===== src/shared/dcsd_pkg.sv =====
// Constants and carrier types for the dot clock select and divide block.
// Assumes one system clock; the clock inputs are sampled as synchronous levels.
`default_nettype none

package dcsd_pkg;

    // ----------------------------------------------------------------
    // Register select codes
    // ----------------------------------------------------------------
    localparam logic [3:0] RS_IN_SEL = 4'h9;
    localparam logic [3:0] RS_OUT_SEL = 4'ha;

    // ----------------------------------------------------------------
    // Reset values
    // ----------------------------------------------------------------
    localparam logic [7:0] IN_SEL_RST = 8'h00;
    localparam logic [7:0] OUT_SEL_RST = 8'h36;

    // ----------------------------------------------------------------
    // Source codes and divide fields
    // ----------------------------------------------------------------
    localparam logic [3:0] SRC_ZERO = 4'h0;
    localparam logic [3:0] SRC_ONE = 4'h1;
    localparam logic [3:0] SRC_TWO = 4'h2;
    localparam logic [3:0] SRC_DUAL_P = 4'h3;
    localparam logic [3:0] SRC_DUAL_N = 4'h4;
    localparam logic [3:0] SRC_ECL = 4'h8;
    localparam int SRC_LSB = 0;
    localparam int SRC_MSB = 3;
    localparam logic [1:0] PARK_CODE = 2'h3;
    localparam int CNT_W = 5;

    // ----------------------------------------------------------------
    // Timing
    // ----------------------------------------------------------------
    localparam int CLK_PERIOD_NS = 100;
    localparam int SETTLE_NS = 30;
    localparam int SETTLE_CYC_RAW = (SETTLE_NS + CLK_PERIOD_NS - 1) / CLK_PERIOD_NS;
    localparam int SETTLE_CYC = (SETTLE_CYC_RAW < 1) ? 1 : SETTLE_CYC_RAW;
    localparam int SETTLE_W = 4;

    // ----------------------------------------------------------------
    // Carrier types
    // ----------------------------------------------------------------
    typedef struct packed {
        logic [1:0] spare;
        logic [2:0] video_div;
        logic [2:0] shift_div;
    } dcsd_outsel_s;

    typedef struct packed {
        logic clock_input_zero;
        logic clock_input_one;
        logic clock_input_two;
        logic dual_mode_p;
        logic dual_mode_n;
    } dcsd_clkin_s;

endpackage : dcsd_pkg

`default_nettype wire


===== src/rtl/dcsd_top.sv =====
// Dot clock source select and shift/video clock divider with its two registers.
// Assumes synchronous clock inputs, strobes and register selects on MCLK.
`default_nettype none

module dcsd_top (
    input wire logic MCLK,
    input wire logic RST_N,
    input wire logic CE,
    input wire logic SW_RESET,
    input wire dcsd_pkg::dcsd_clkin_s CLOCK_INPUTS,
    input wire logic [3:0] REGISTER_SELECT_PINS,
    input wire logic RD_N,
    input wire logic WR_N,
    input wire logic [7:0] DATA_IN,
    output logic [7:0] DATA_OUT,
    output logic DATA_OE,
    output logic PIXEL_RATE_CLOCK,
    output logic SHIFT_CLOCK,
    output logic VIDEO_CLOCK_OUT,
    output logic ECL_MODE,
    output logic CLOCKS_STABLE
);
    import dcsd_pkg::*;

    // ----------------------------------------------------------------
    // Decode functions
    // ----------------------------------------------------------------
    function automatic logic pick_src(input logic [3:0] code, input dcsd_clkin_s ck);
        logic res;
        res = 1'b0;
        unique case (code)
            SRC_ZERO: res = ck.clock_input_zero;
            SRC_ONE: res = ck.clock_input_one;
            SRC_TWO: res = ck.clock_input_two;
            SRC_DUAL_P: res = ck.dual_mode_p;
            SRC_DUAL_N: res = ck.dual_mode_n;
            SRC_ECL: res = ck.dual_mode_p & ~ck.dual_mode_n;
            default: res = 1'b0;
        endcase
        return res;
    endfunction : pick_src

    function automatic logic tap(input logic [2:0] code, input logic dot,
                                 input logic [CNT_W-1:0] cnt);
        logic res;
        res = 1'b0;
        unique case (code)
            3'h0: res = dot;
            3'h1: res = cnt[0];
            3'h2: res = cnt[1];
            3'h3: res = cnt[2];
            3'h4: res = cnt[3];
            3'h5: res = cnt[4];
            default: res = 1'b0;
        endcase
        return res;
    endfunction : tap

    // ----------------------------------------------------------------
    // Register access
    // ----------------------------------------------------------------
    logic [7:0] in_sel_r;
    dcsd_outsel_s out_sel_r;
    logic wr_n_prev_r;
    logic wr_take;
    logic wr_in;
    logic wr_out;
    logic [7:0] rd_data_r;

    assign wr_take = CE && !WR_N && wr_n_prev_r;
    assign wr_in = wr_take && (REGISTER_SELECT_PINS == RS_IN_SEL);
    assign wr_out = wr_take && (REGISTER_SELECT_PINS == RS_OUT_SEL);

    always_ff @(posedge MCLK or negedge RST_N) begin
        if (!RST_N) begin
            wr_n_prev_r <= 1'b1;
        end else if (CE) begin
            wr_n_prev_r <= WR_N;
        end
    end

    always_ff @(posedge MCLK or negedge RST_N) begin
        if (!RST_N) begin
            in_sel_r <= IN_SEL_RST;
        end else if (CE) begin
            if (SW_RESET) begin
                in_sel_r <= IN_SEL_RST;
            end else if (wr_in) begin
                in_sel_r <= DATA_IN;
            end
        end
    end

    always_ff @(posedge MCLK or negedge RST_N) begin
        if (!RST_N) begin
            out_sel_r <= dcsd_outsel_s'(OUT_SEL_RST);
        end else if (CE) begin
            if (SW_RESET) begin
                out_sel_r <= dcsd_outsel_s'(OUT_SEL_RST);
            end else if (wr_out) begin
                out_sel_r <= dcsd_outsel_s'(DATA_IN);
            end
        end
    end

    always_ff @(posedge MCLK or negedge RST_N) begin
        if (!RST_N) begin
            rd_data_r <= 8'h00;
        end else if (CE) begin
            if (REGISTER_SELECT_PINS == RS_IN_SEL) begin
                rd_data_r <= in_sel_r;
            end else if (REGISTER_SELECT_PINS == RS_OUT_SEL) begin
                rd_data_r <= out_sel_r;
            end else begin
                rd_data_r <= 8'h00;
            end
        end
    end

    assign DATA_OUT = rd_data_r;
    assign DATA_OE = !RD_N && ((REGISTER_SELECT_PINS == RS_IN_SEL) ||
                               (REGISTER_SELECT_PINS == RS_OUT_SEL));

    // ----------------------------------------------------------------
    // Source selection
    // ----------------------------------------------------------------
    logic dot_sel;
    logic dot_q_r;
    logic ecl_r;

    assign dot_sel = pick_src(in_sel_r[SRC_MSB:SRC_LSB], CLOCK_INPUTS);

    always_ff @(posedge MCLK or negedge RST_N) begin
        if (!RST_N) begin
            dot_q_r <= 1'b0;
        end else if (CE) begin
            dot_q_r <= dot_sel;
        end
    end

    always_ff @(posedge MCLK or negedge RST_N) begin
        if (!RST_N) begin
            ecl_r <= 1'b1;
        end else if (CE) begin
            ecl_r <= !((in_sel_r[SRC_MSB:SRC_LSB] == SRC_DUAL_P) ||
                       (in_sel_r[SRC_MSB:SRC_LSB] == SRC_DUAL_N));
        end
    end

    assign PIXEL_RATE_CLOCK = dot_q_r;
    assign ECL_MODE = ecl_r;

    // ----------------------------------------------------------------
    // Shared counter and divided outputs
    // ----------------------------------------------------------------
    logic [CNT_W-1:0] cnt_r;
    logic [CNT_W-1:0] cnt_nxt;
    logic dot_rise;
    logic park_all;
    logic shift_r;
    logic video_r;

    assign dot_rise = dot_sel && !dot_q_r;
    assign park_all = (out_sel_r.video_div[2:1] == PARK_CODE) &&
                      (out_sel_r.shift_div[2:1] == PARK_CODE);

    always_comb begin
        if (park_all) begin
            cnt_nxt = '0;
        end else if (dot_rise) begin
            cnt_nxt = cnt_r + CNT_W'(1);
        end else begin
            cnt_nxt = cnt_r;
        end
    end

    always_ff @(posedge MCLK or negedge RST_N) begin
        if (!RST_N) begin
            cnt_r <= '0;
        end else if (CE) begin
            cnt_r <= cnt_nxt;
        end
    end

    always_ff @(posedge MCLK or negedge RST_N) begin
        if (!RST_N) begin
            shift_r <= 1'b0;
        end else if (CE) begin
            if (out_sel_r.shift_div[2:1] == PARK_CODE) begin
                shift_r <= 1'b0;
            end else begin
                shift_r <= tap(out_sel_r.shift_div, dot_sel, cnt_nxt);
            end
        end
    end

    always_ff @(posedge MCLK or negedge RST_N) begin
        if (!RST_N) begin
            video_r <= 1'b1;
        end else if (CE) begin
            if (out_sel_r.video_div[2:1] == PARK_CODE) begin
                video_r <= 1'b1;
            end else begin
                video_r <= tap(out_sel_r.video_div, dot_sel, cnt_nxt);
            end
        end
    end

    assign SHIFT_CLOCK = shift_r;
    assign VIDEO_CLOCK_OUT = video_r;

    // ----------------------------------------------------------------
    // Settling status after a selection change
    // ----------------------------------------------------------------
    logic [SETTLE_W-1:0] settle_r;
    logic stable_r;

    always_ff @(posedge MCLK or negedge RST_N) begin
        if (!RST_N) begin
            settle_r <= '0;
            stable_r <= 1'b1;
        end else if (CE) begin
            if (wr_in || wr_out || SW_RESET) begin
                settle_r <= SETTLE_W'(SETTLE_CYC);
                stable_r <= 1'b0;
            end else if (settle_r != '0) begin
                settle_r <= settle_r - SETTLE_W'(1);
                stable_r <= (settle_r == SETTLE_W'(1));
            end
        end
    end

    assign CLOCKS_STABLE = stable_r;
endmodule : dcsd_top

`default_nettype wire


===== config.mk =====
export PLATFORM = sky130hd
export DESIGN_NAME = dcsd_top
export DESIGN_NICKNAME = d
export VERILOG_FILES = /design/src/shared/dcsd_pkg.sv /design/src/rtl/dcsd_top.sv
export SDC_FILE = /design/constraint.sdc
export NUM_CORES = 1
export LEC_CHECK = 0
export BUFFER_PORTS_ARGS = -buffer_cell sky130_fd_sc_hd__buf_2
export CORE_ASPECT_RATIO = 1.5
export CORE_MARGIN = 5
export CORE_UTILIZATION = 40
export CTS_CLUSTER_SIZE = 30
export DETAILED_ROUTE_END_ITERATION = 7
export GPL_ROUTABILITY_DRIVEN = 0
export GPL_TIMING_DRIVEN = 0
export RECOVER_POWER = 25
export SYNTH_ARGS = -nofsm -noshare
export SYNTH_HDL_FRONTEND = slang
export SYNTH_SLANG_ARGS = --single-unit

===== constraint.sdc =====
create_clock -name MCLK -period 2.9 [get_ports MCLK]
set_clock_uncertainty 0.05 [all_clocks]
set_input_delay 0.145 -clock MCLK [delete_from_list [all_inputs] [get_ports MCLK]]
set_output_delay 0.145 -clock MCLK [all_outputs]
set_load 0.05 [all_outputs]

==> impl_metrics.csv, run 1 <==
group,metric,value,unit
route,drt-total-wl,5.277,mm
die,core-area,5409,µm²
yosys,syn_avg_cell_area,9.160,µm²
clock_tree,clk_latency,0.30,ns
sta,tightest_slew,2.165,ns
yosys,async_flop_share,100.0,%
yosys,syn_nets,267,
clock_tree,cts_max_level,2,
global_route,gr-total-overflow,0,
power,clockPowerShare,26.5,%
worst_setup_path,r2r_slack,0.38,ns
layout,antenna_cells,0,
power,p_sw,0.6364,mW
sta,min_period_over_period,86.95,%
worst_setup_path,r2r-end,"VIDEO_CLOCK_OUT$_DFFE_PN1P_",
power,seqPwrFrac,41.8,%
yosys,netlist_area,2198,µm²
clock_tree,clockRootBuffer,"clkbuf_8",
worst_setup_path,cp_data_arrival_time,2.68,ns
power,comb_power_share,31.7,%
sta,max_freq,396.6,MHz
route,via_count,1891,
worst_setup_path,reg2reg_depth,9,
route,drt_pass1_iterations,4,
sta,whs,0.04674,ns
route,vias_per_cell,5.342,
global_route,grt_max_degree,40,
status,status,"finished, violations left",
layout,final_nets,310,
power,p_leak,1.116,nW
sta,rsz0062_at_grt,"no",
yosys,synth_edf_count,0,
worst_setup_path,critPathCapture,"VIDEO_CLOCK_OUT$_DFFE_PN1P_",
power,switching_share,36.17,%
worst_setup_path,worstSetupPathType,"reg2reg",
die,start_util,40.64,%
clock_tree,numCtsBuffers,5,
worst_setup_path,critPathLaunch,"in_sel_r[1]$_DFFE_PN0P_",
yosys,synth_area_leaders,"dfrtp_1, dfstp_2, nor2_1, o21ai_0, mux2_2",
place,placed_area,2461,µm²
sta,hold_violations,0,
sta,setup_viol,0,
yosys,ys.flop_type,"dfrtp_1",
sta,min_period,2.522,ns
power,p_per_area,684.7,nW/µm²
worst_setup_path,required,3.06,ns
route,wire_per_inst,14.91,µm
place,dpl.hpwl,3.796,mm
die,fp.dieH,100.8,µm
global_route,antenna_found_initial,0,
yosys,ys_seq_area_share,44.85,%
layout,final_layout_size_suffix_gt1_share,20.07,%
layout,nFillCells,550,
sta,maxSlewViolCount,40,
power,internal-power,1.123,mW
worst_setup_path,end_kind,"register",
min_path,hold_class,"in2reg",
worst_setup_path,timing.rr.start,"in_sel_r[1]$_DFFE_PN0P_",
route,ant_nets,0,
worst_setup_path,startpoint_type,"register",
layout,multi_input_area,1099,µm²
global_route,grt_usage,15.81,%
clock_tree,cts_sinks,39,
clock_tree,clock_path_buffers,2,
clock_tree,clk_pin_slew_worst_paths,0.08,ns
place,port_buffers,35,
layout,area_growth,16.90,%
route,drc,0,
yosys,synth_top_area_cell,"dfrtp_1",
clock_tree,cts_tree,"yes",
sta,relSlewSlack,-44.35,%
global_route,first_global_vias,1952,
worst_setup_path,crit_fanout,9,
sta,totalNegativeSetupSlack,0,ns
layout,register_area,985.9,µm²
clock_tree,ctsResizeCount,0,
die,num_rows,33,
yosys,synth_top_area_share,35.29,%
die,ios,37,
run,maxCapViolations,1,
yosys,ys_warn_count,0,
die,die_w,70.53,µm
layout,design_area,2570,µm²
yosys,syn_inst,240,
global_route,grt_pass1_wl,9.059,mm
yosys,ys_ff_latch,39,
yosys,yosys.cell_types.count,53,
die,dieArea,7109,µm²
power,ir_drop,436.8,µV
route,drt_iter0_drc,121,
status,violations,"max-capacitance violations, max-slew violations",
-- flip-flops by register name, indices dropped and copies added, names as in the netlist --
signal,count
DATA_OUT,8
in_sel_r,8
out_sel_r,8
cnt_r,5
settle_r,4
CLOCKS_STABLE,1
ECL_MODE,1
PIXEL_RATE_CLOCK,1
SHIFT_CLOCK,1
VIDEO_CLOCK_OUT,1
wr_n_prev_r,1
-- worst min path at each step --
| stage | slack, ns | to | startpoint | depth (start not counted) |
|---|---|---|---|---|
| global placement | 0.27 | DATA_OUT[6]$_DFFE_PN0P_ | RST_N | 1 |
| CTS | 0.04 | wr_n_prev_r$_DFFE_PN1P_ | WR_N | 2 |
| finish | 0.05 | in_sel_r[5]$_DFFE_PN0P_ | DATA_IN[5] | 3 |
| floorplan | -0.20 | DATA_OUT[0]$_DFFE_PN0P_ | RST_N | 0 |
| global route | 0.05 | in_sel_r[2]$_DFFE_PN0P_ | DATA_IN[2] | 3 |
| detailed placement | 0.28 | DATA_OUT[6]$_DFFE_PN0P_ | RST_N | 1 |
-- area by class of cell --
class	count	share of cell area, %
clock inverters	3	1.704
flip-flops and latches	39	38.36
multi-input cells	177	42.75
clock buffers	5	2.678
well taps	70	3.408
plain buffers	16	3.262
repair buffers	36	6.670
inverters	8	1.168
-- logic make-up after synthesis --
group / after synthesis / synth area share (%)
compound gates: 59 / 18.38
xor+xnor: 4 / 1.594
fa+ha+maj: 4 / 2.277
buf+inv: 24 / 5.179
flops: 39 / 44.85
mux: 10 / 5.179
simple gates: 100 / 22.54
-- power groups by stage --
stage / sequential, mW / clock (mW) / combinational, mW
after floorplan: 0.818 / 0 / 0.345
after global placement: 0.742 / 0 / 0.561
after detailed placement: 0.744 / 0 / 0.565
after CTS: 0.734 / 0.477 / 0.569
after global routing: 0.755 / 0.501 / 0.626
final: 0.735 / 0.466 / 0.558
-- stage by stage --
stage	power, mW	instances	util, %	setup slack (ns)
after detailed placement	1.310	345	45.50	0.4077
after floorplan	1.163	240	-	0.5953
after global placement	1.303	345	45.50	0.4489
after CTS	1.780	354	47.77	0.3748
final	1.760	354	47.51	0.3785
after global routing	1.881	354	47.51	0.08381
-- Yosys cell counts (all sizes together), types with 3 or more instances --
master / instances
nor2: 42
dfrtp: 31
nand2: 18
o21ai: 17
a21oi: 14
clkbuf: 11
a221oi: 8
dfstp: 8
mux2: 8
inv: 7
nand3b: 6
nor2b: 6
buf: 5
nand3: 5
ha: 4
a22o: 3
a32o: 3
nand2b: 3
nor3: 3
nor3b: 3
o31ai: 3
-- layout by cell type (no fill, tap or decap), types with 8 or more instances in the layout --
cell type,count
a21oi_1,13
a221oi_1,8
buf_2,25
clkbuf_1,22
dfrtp_1,31
dfstp_2,8
nand2_1,18
nor2_1,42
o21ai_0,17
-- critical path, cell delays in order, from the launching register on --
cell and delay (ns):
dfrtp_1 0.38, buf_6 0.13, nor4b_1 0.42, o32a_1 0.22, and3_1 0.16, buf_6 0.13
nor3b_1 0.39, xor2_1 0.22, a32oi_1 0.12, a41oi_1 0.23
-- repair_timing --
| action | 4_1_cts | 5_1_grt |
|---|---|---|
| buffers inserted | 0 | 0 |
| hold buffers | 1 | 0 |
| hold endpoints to repair | 31 | 0 |
-- routing by layer --
layer / vias up / track usage, % / part of all wire (%)
li1: 942 / - / -
met1: 902 / 18.59 / 43
met2: 37 / 28.64 / 51
met3: 10 / 2.595 / 3.6
met4: 0 / 5.933 / 2.3
met5: - / 0 / 0
(Power assumes the default switching activity.)
==> inputs of run 2 (changes only) <==
--- a/config.mk
+++ b/config.mk
@@ -5,6 +5,7 @@
 export SDC_FILE = /design/constraint.sdc
 export NUM_CORES = 1
 export LEC_CHECK = 0
+export ABC_AREA = 1
 export BUFFER_PORTS_ARGS = -buffer_cell sky130_fd_sc_hd__buf_2
 export CORE_ASPECT_RATIO = 1.5
 export CORE_MARGIN = 5
==> constraint.sdc (replaced) <==
create_clock -name MCLK -period 2.3 [get_ports MCLK]
set_clock_uncertainty 0.05 [all_clocks]
set_input_delay 0.115 -clock MCLK [delete_from_list [all_inputs] [get_ports MCLK]]
set_output_delay 0.115 -clock MCLK [all_outputs]
set_load 0.05 [all_outputs]
==> impl_metrics.csv, run 2 <==
group,metric,value,unit
layout,antenna_cells,0,
clock_tree,postCtsSetupBuffers,0,
layout,multi_input_area,984.7,µm²
clock_tree,clockRootBuffer,"clkbuf_8",
layout,fin_cells,402,
yosys,async_flop_share,100.0,%
worst_setup_path,cpMostUsedCell,"nand2_1",
clock_tree,ctsResizeCount,0,
sta,max_freq,531.9,MHz
die,core-area,5205,µm²
global_route,grtUsageMet3,2.305,%
sta,totalNegativeSetupSlack,0,ns
route,drt-total-wl,5.092,mm
clock_tree,clock_path_buffers,2,
route,vias_per_cell,4.923,
power,p_per_area,878.9,nW/µm²
place,dpl.hpwl,3.934,mm
yosys,synth_top_area_share,36.05,%
yosys,synth_top_family_by_area,"simple AND/OR/NAND/NOR gates",
yosys,yosysMostFrequentCell,"nand2_1",
sta,relSlewSlack,35.72,%
worst_setup_path,startpoint_type,"register",
route,wire_per_inst,12.67,µm
route,drc,0,
layout,register_area,985.9,µm²
yosys,ys.flop_type,"dfrtp_1",
clock_tree,clk_latency,0.29,ns
worst_setup_path,r2r-end,"SHIFT_CLOCK$_DFFE_PN0P_",
layout,final_nets,360,
layout,design_area,2527,µm²
global_route,grtUsageMet2,29.86,%
sta,tightest_slew,0.9642,ns
clock_tree,cts_sinks,39,
sta,whs,0.01626,ns
layout,area_growth,17.44,%
route,drt_pass1_iterations,4,
place,placed_cells,393,
min_path,whs_path_depth,3,
worst_setup_path,crit_fanout,6,
sta,hold_violations,0,
layout,final_common_cell,"nand2_1",
worst_setup_path,timing.rr.start,"in_sel_r[2]$_DFFE_PN0P_",
global_route,grt_pass1_wl,9.039,mm
yosys,synth_compound_area_share,11.86,%
die,dieArea,6977,µm²
yosys,synth_top_area_cell,"dfrtp_1",
yosys,syn_avg_cell_area,7.447,µm²
worst_setup_path,required,2.43,ns
place,port_buffers,36,
layout,final_layout_size_suffix_gt1_share,16.47,%
yosys,synth_common_cells,"nand2_1, inv_1, dfrtp_1",
clock_tree,cts_hold_buf,1,
worst_setup_path,worstSetupPathType,"reg2reg",
die,ios,37,
layout,nFillCells,570,
sta,rsz0062_at_grt,"no",
yosys,synth_xor_area_share,1.221,%
min_path,min_from,"WR_N",
die,start_util,41.35,%
run,maxCapViolations,0,
yosys,synth-simple-area-share,30.58,%
global_route,antenna_found_initial,0,
worst_setup_path,cp_data_arrival_time,2.01,ns
yosys,synth_adder_area_share,2.326,%
sta,setup_viol,0,
worst_setup_path,slowest_delay,0.40,ns
global_route,grt_usage,16.09,%
layout,final_cell_mix,"nand2_1, inv_1, dfrtp_1",
worst_setup_path,crit_slowest_cell,"dfrtp_1",
min_path,min_to,"wr_n_prev_r$_DFFE_PN1P_",
sta,min_period_over_period,81.74,%
yosys,synthMuxAreaShare,0,%
yosys,synth_area_leaders,"dfrtp_1, nand2_1, dfstp_2, inv_1, nand3_1",
yosys,syn_inst,289,
yosys,netlist_area,2152,µm²
global_route,top_usage_layer,"met2",
clock_tree,numCtsBuffers,5,
worst_setup_path,reg2reg_depth,14,
power,p_leak,1.275,nW
clock_tree,clk_pin_slew_worst_paths,0.08,ns
clock_tree,cts_tree,"yes",
status,status,"finished clean",
global_route,grt_max_degree,40,
power,ir_drop,487.1,µV
sta,maxSlewViolCount,0,
yosys,synth_edf_count,0,
worst_setup_path,path_cells,"inv_1, nor2_1, nor2_1, nand2_1, nor2_2, nand3_2, nand2_1, nand2_1, nand3_1, nand2_1, nor2_1, nand2_1, nand2_1, nand2_1",
route,drt_iter0_drc,86,
worst_setup_path,r2r_slack,0.42,ns
yosys,ys_seq_area_share,45.81,%
yosys,syn_nets,316,
global_route,first_global_vias,2011,
global_route,grt_use_met1,18.07,%
route,via_count,1979,
yosys,ys_ff_latch,39,
yosys,yosys.cell_types.count,27,
place,placed_area,2417,µm²
worst_setup_path,end_kind,"register",
die,die_w,69.89,µm
die,num_rows,32,
yosys,ys_warn_count,0,
route,ant_nets,0,
clock_tree,cts_max_level,2,
die,fp.dieH,99.84,µm
min_path,hold_class,"in2reg",
sta,min_period,1.880,ns
global_route,gr-total-overflow,0,
## run 2: layer usage
metal,vias up,wire [µm]
li1,1030,-
met1,896,2050
met2,37,2730
met3,16,149
met4,0,161
met5,-,0
## run 2: layout make-up
class                      instances  area share (%)
sequential                        39           39.01
multi-input combinational        203           38.96
timing repair buffer              37           7.030
inverter                          43           6.386
tap                               68           3.366
clock buffer                       6           3.267
clock inverter                     2           1.386
buffer                             4          0.5941
## run 2: critical path: cells and delay by family, from the launching register on
family        cells  cell delay (ns)
simple gates     13             1.21
buf+inv           1             0.12
flops             1             0.40
## run 2: per-stage QoR
stage	util [%]	power, mW	setup WS, ns
2_1_floorplan	-	1.457	0.7321
3_3_place_gp	46.44	1.641	0.4353
3_5_place_dp	46.44	1.651	0.4352
4_1_cts	48.89	2.256	0.4078
5_1_grt	48.56	2.388	0.2389
6_report	48.56	2.221	0.4201
## run 2: logic make-up (layout without fill, tap and decap cells)
| group | count (synthesis) | after routing |
|---|---|---|
| flip-flops | 39 | 39 |
| XOR/XNOR | 3 | 3 |
| AO/OA/AOI/OAI | 45 | 45 |
| adder cells (fa/ha/maj) | 4 | 4 |
| buffers and inverters | 47 | 92 |
| AND/OR/NAND/NOR | 151 | 151 |
## run 2: where the power goes
part | switching [mW] | leakage, nW | internal (mW)
Clock | 0.244 | 0.0612 | 0.351
Combinational | 0.477 | 0.724 | 0.212
Sequential | 0.105 | 0.490 | 0.832
## run 2: how the worst max path moves through the flow
stage / startpoint / depth (start not counted) / to / slack, ns
floorplan: PIXEL_RATE_CLOCK$_DFFE_PN0P_ / 11 / SHIFT_CLOCK$_DFFE_PN0P_ / 0.73
global placement: in_sel_r[3]$_DFFE_PN0P_ / 14 / SHIFT_CLOCK$_DFFE_PN0P_ / 0.44
detailed placement: in_sel_r[3]$_DFFE_PN0P_ / 14 / SHIFT_CLOCK$_DFFE_PN0P_ / 0.44
CTS: in_sel_r[3]$_DFFE_PN0P_ / 14 / SHIFT_CLOCK$_DFFE_PN0P_ / 0.41
global route: in_sel_r[3]$_DFFE_PN0P_ / 14 / SHIFT_CLOCK$_DFFE_PN0P_ / 0.24
finish: in_sel_r[2]$_DFFE_PN0P_ / 14 / SHIFT_CLOCK$_DFFE_PN0P_ / 0.42
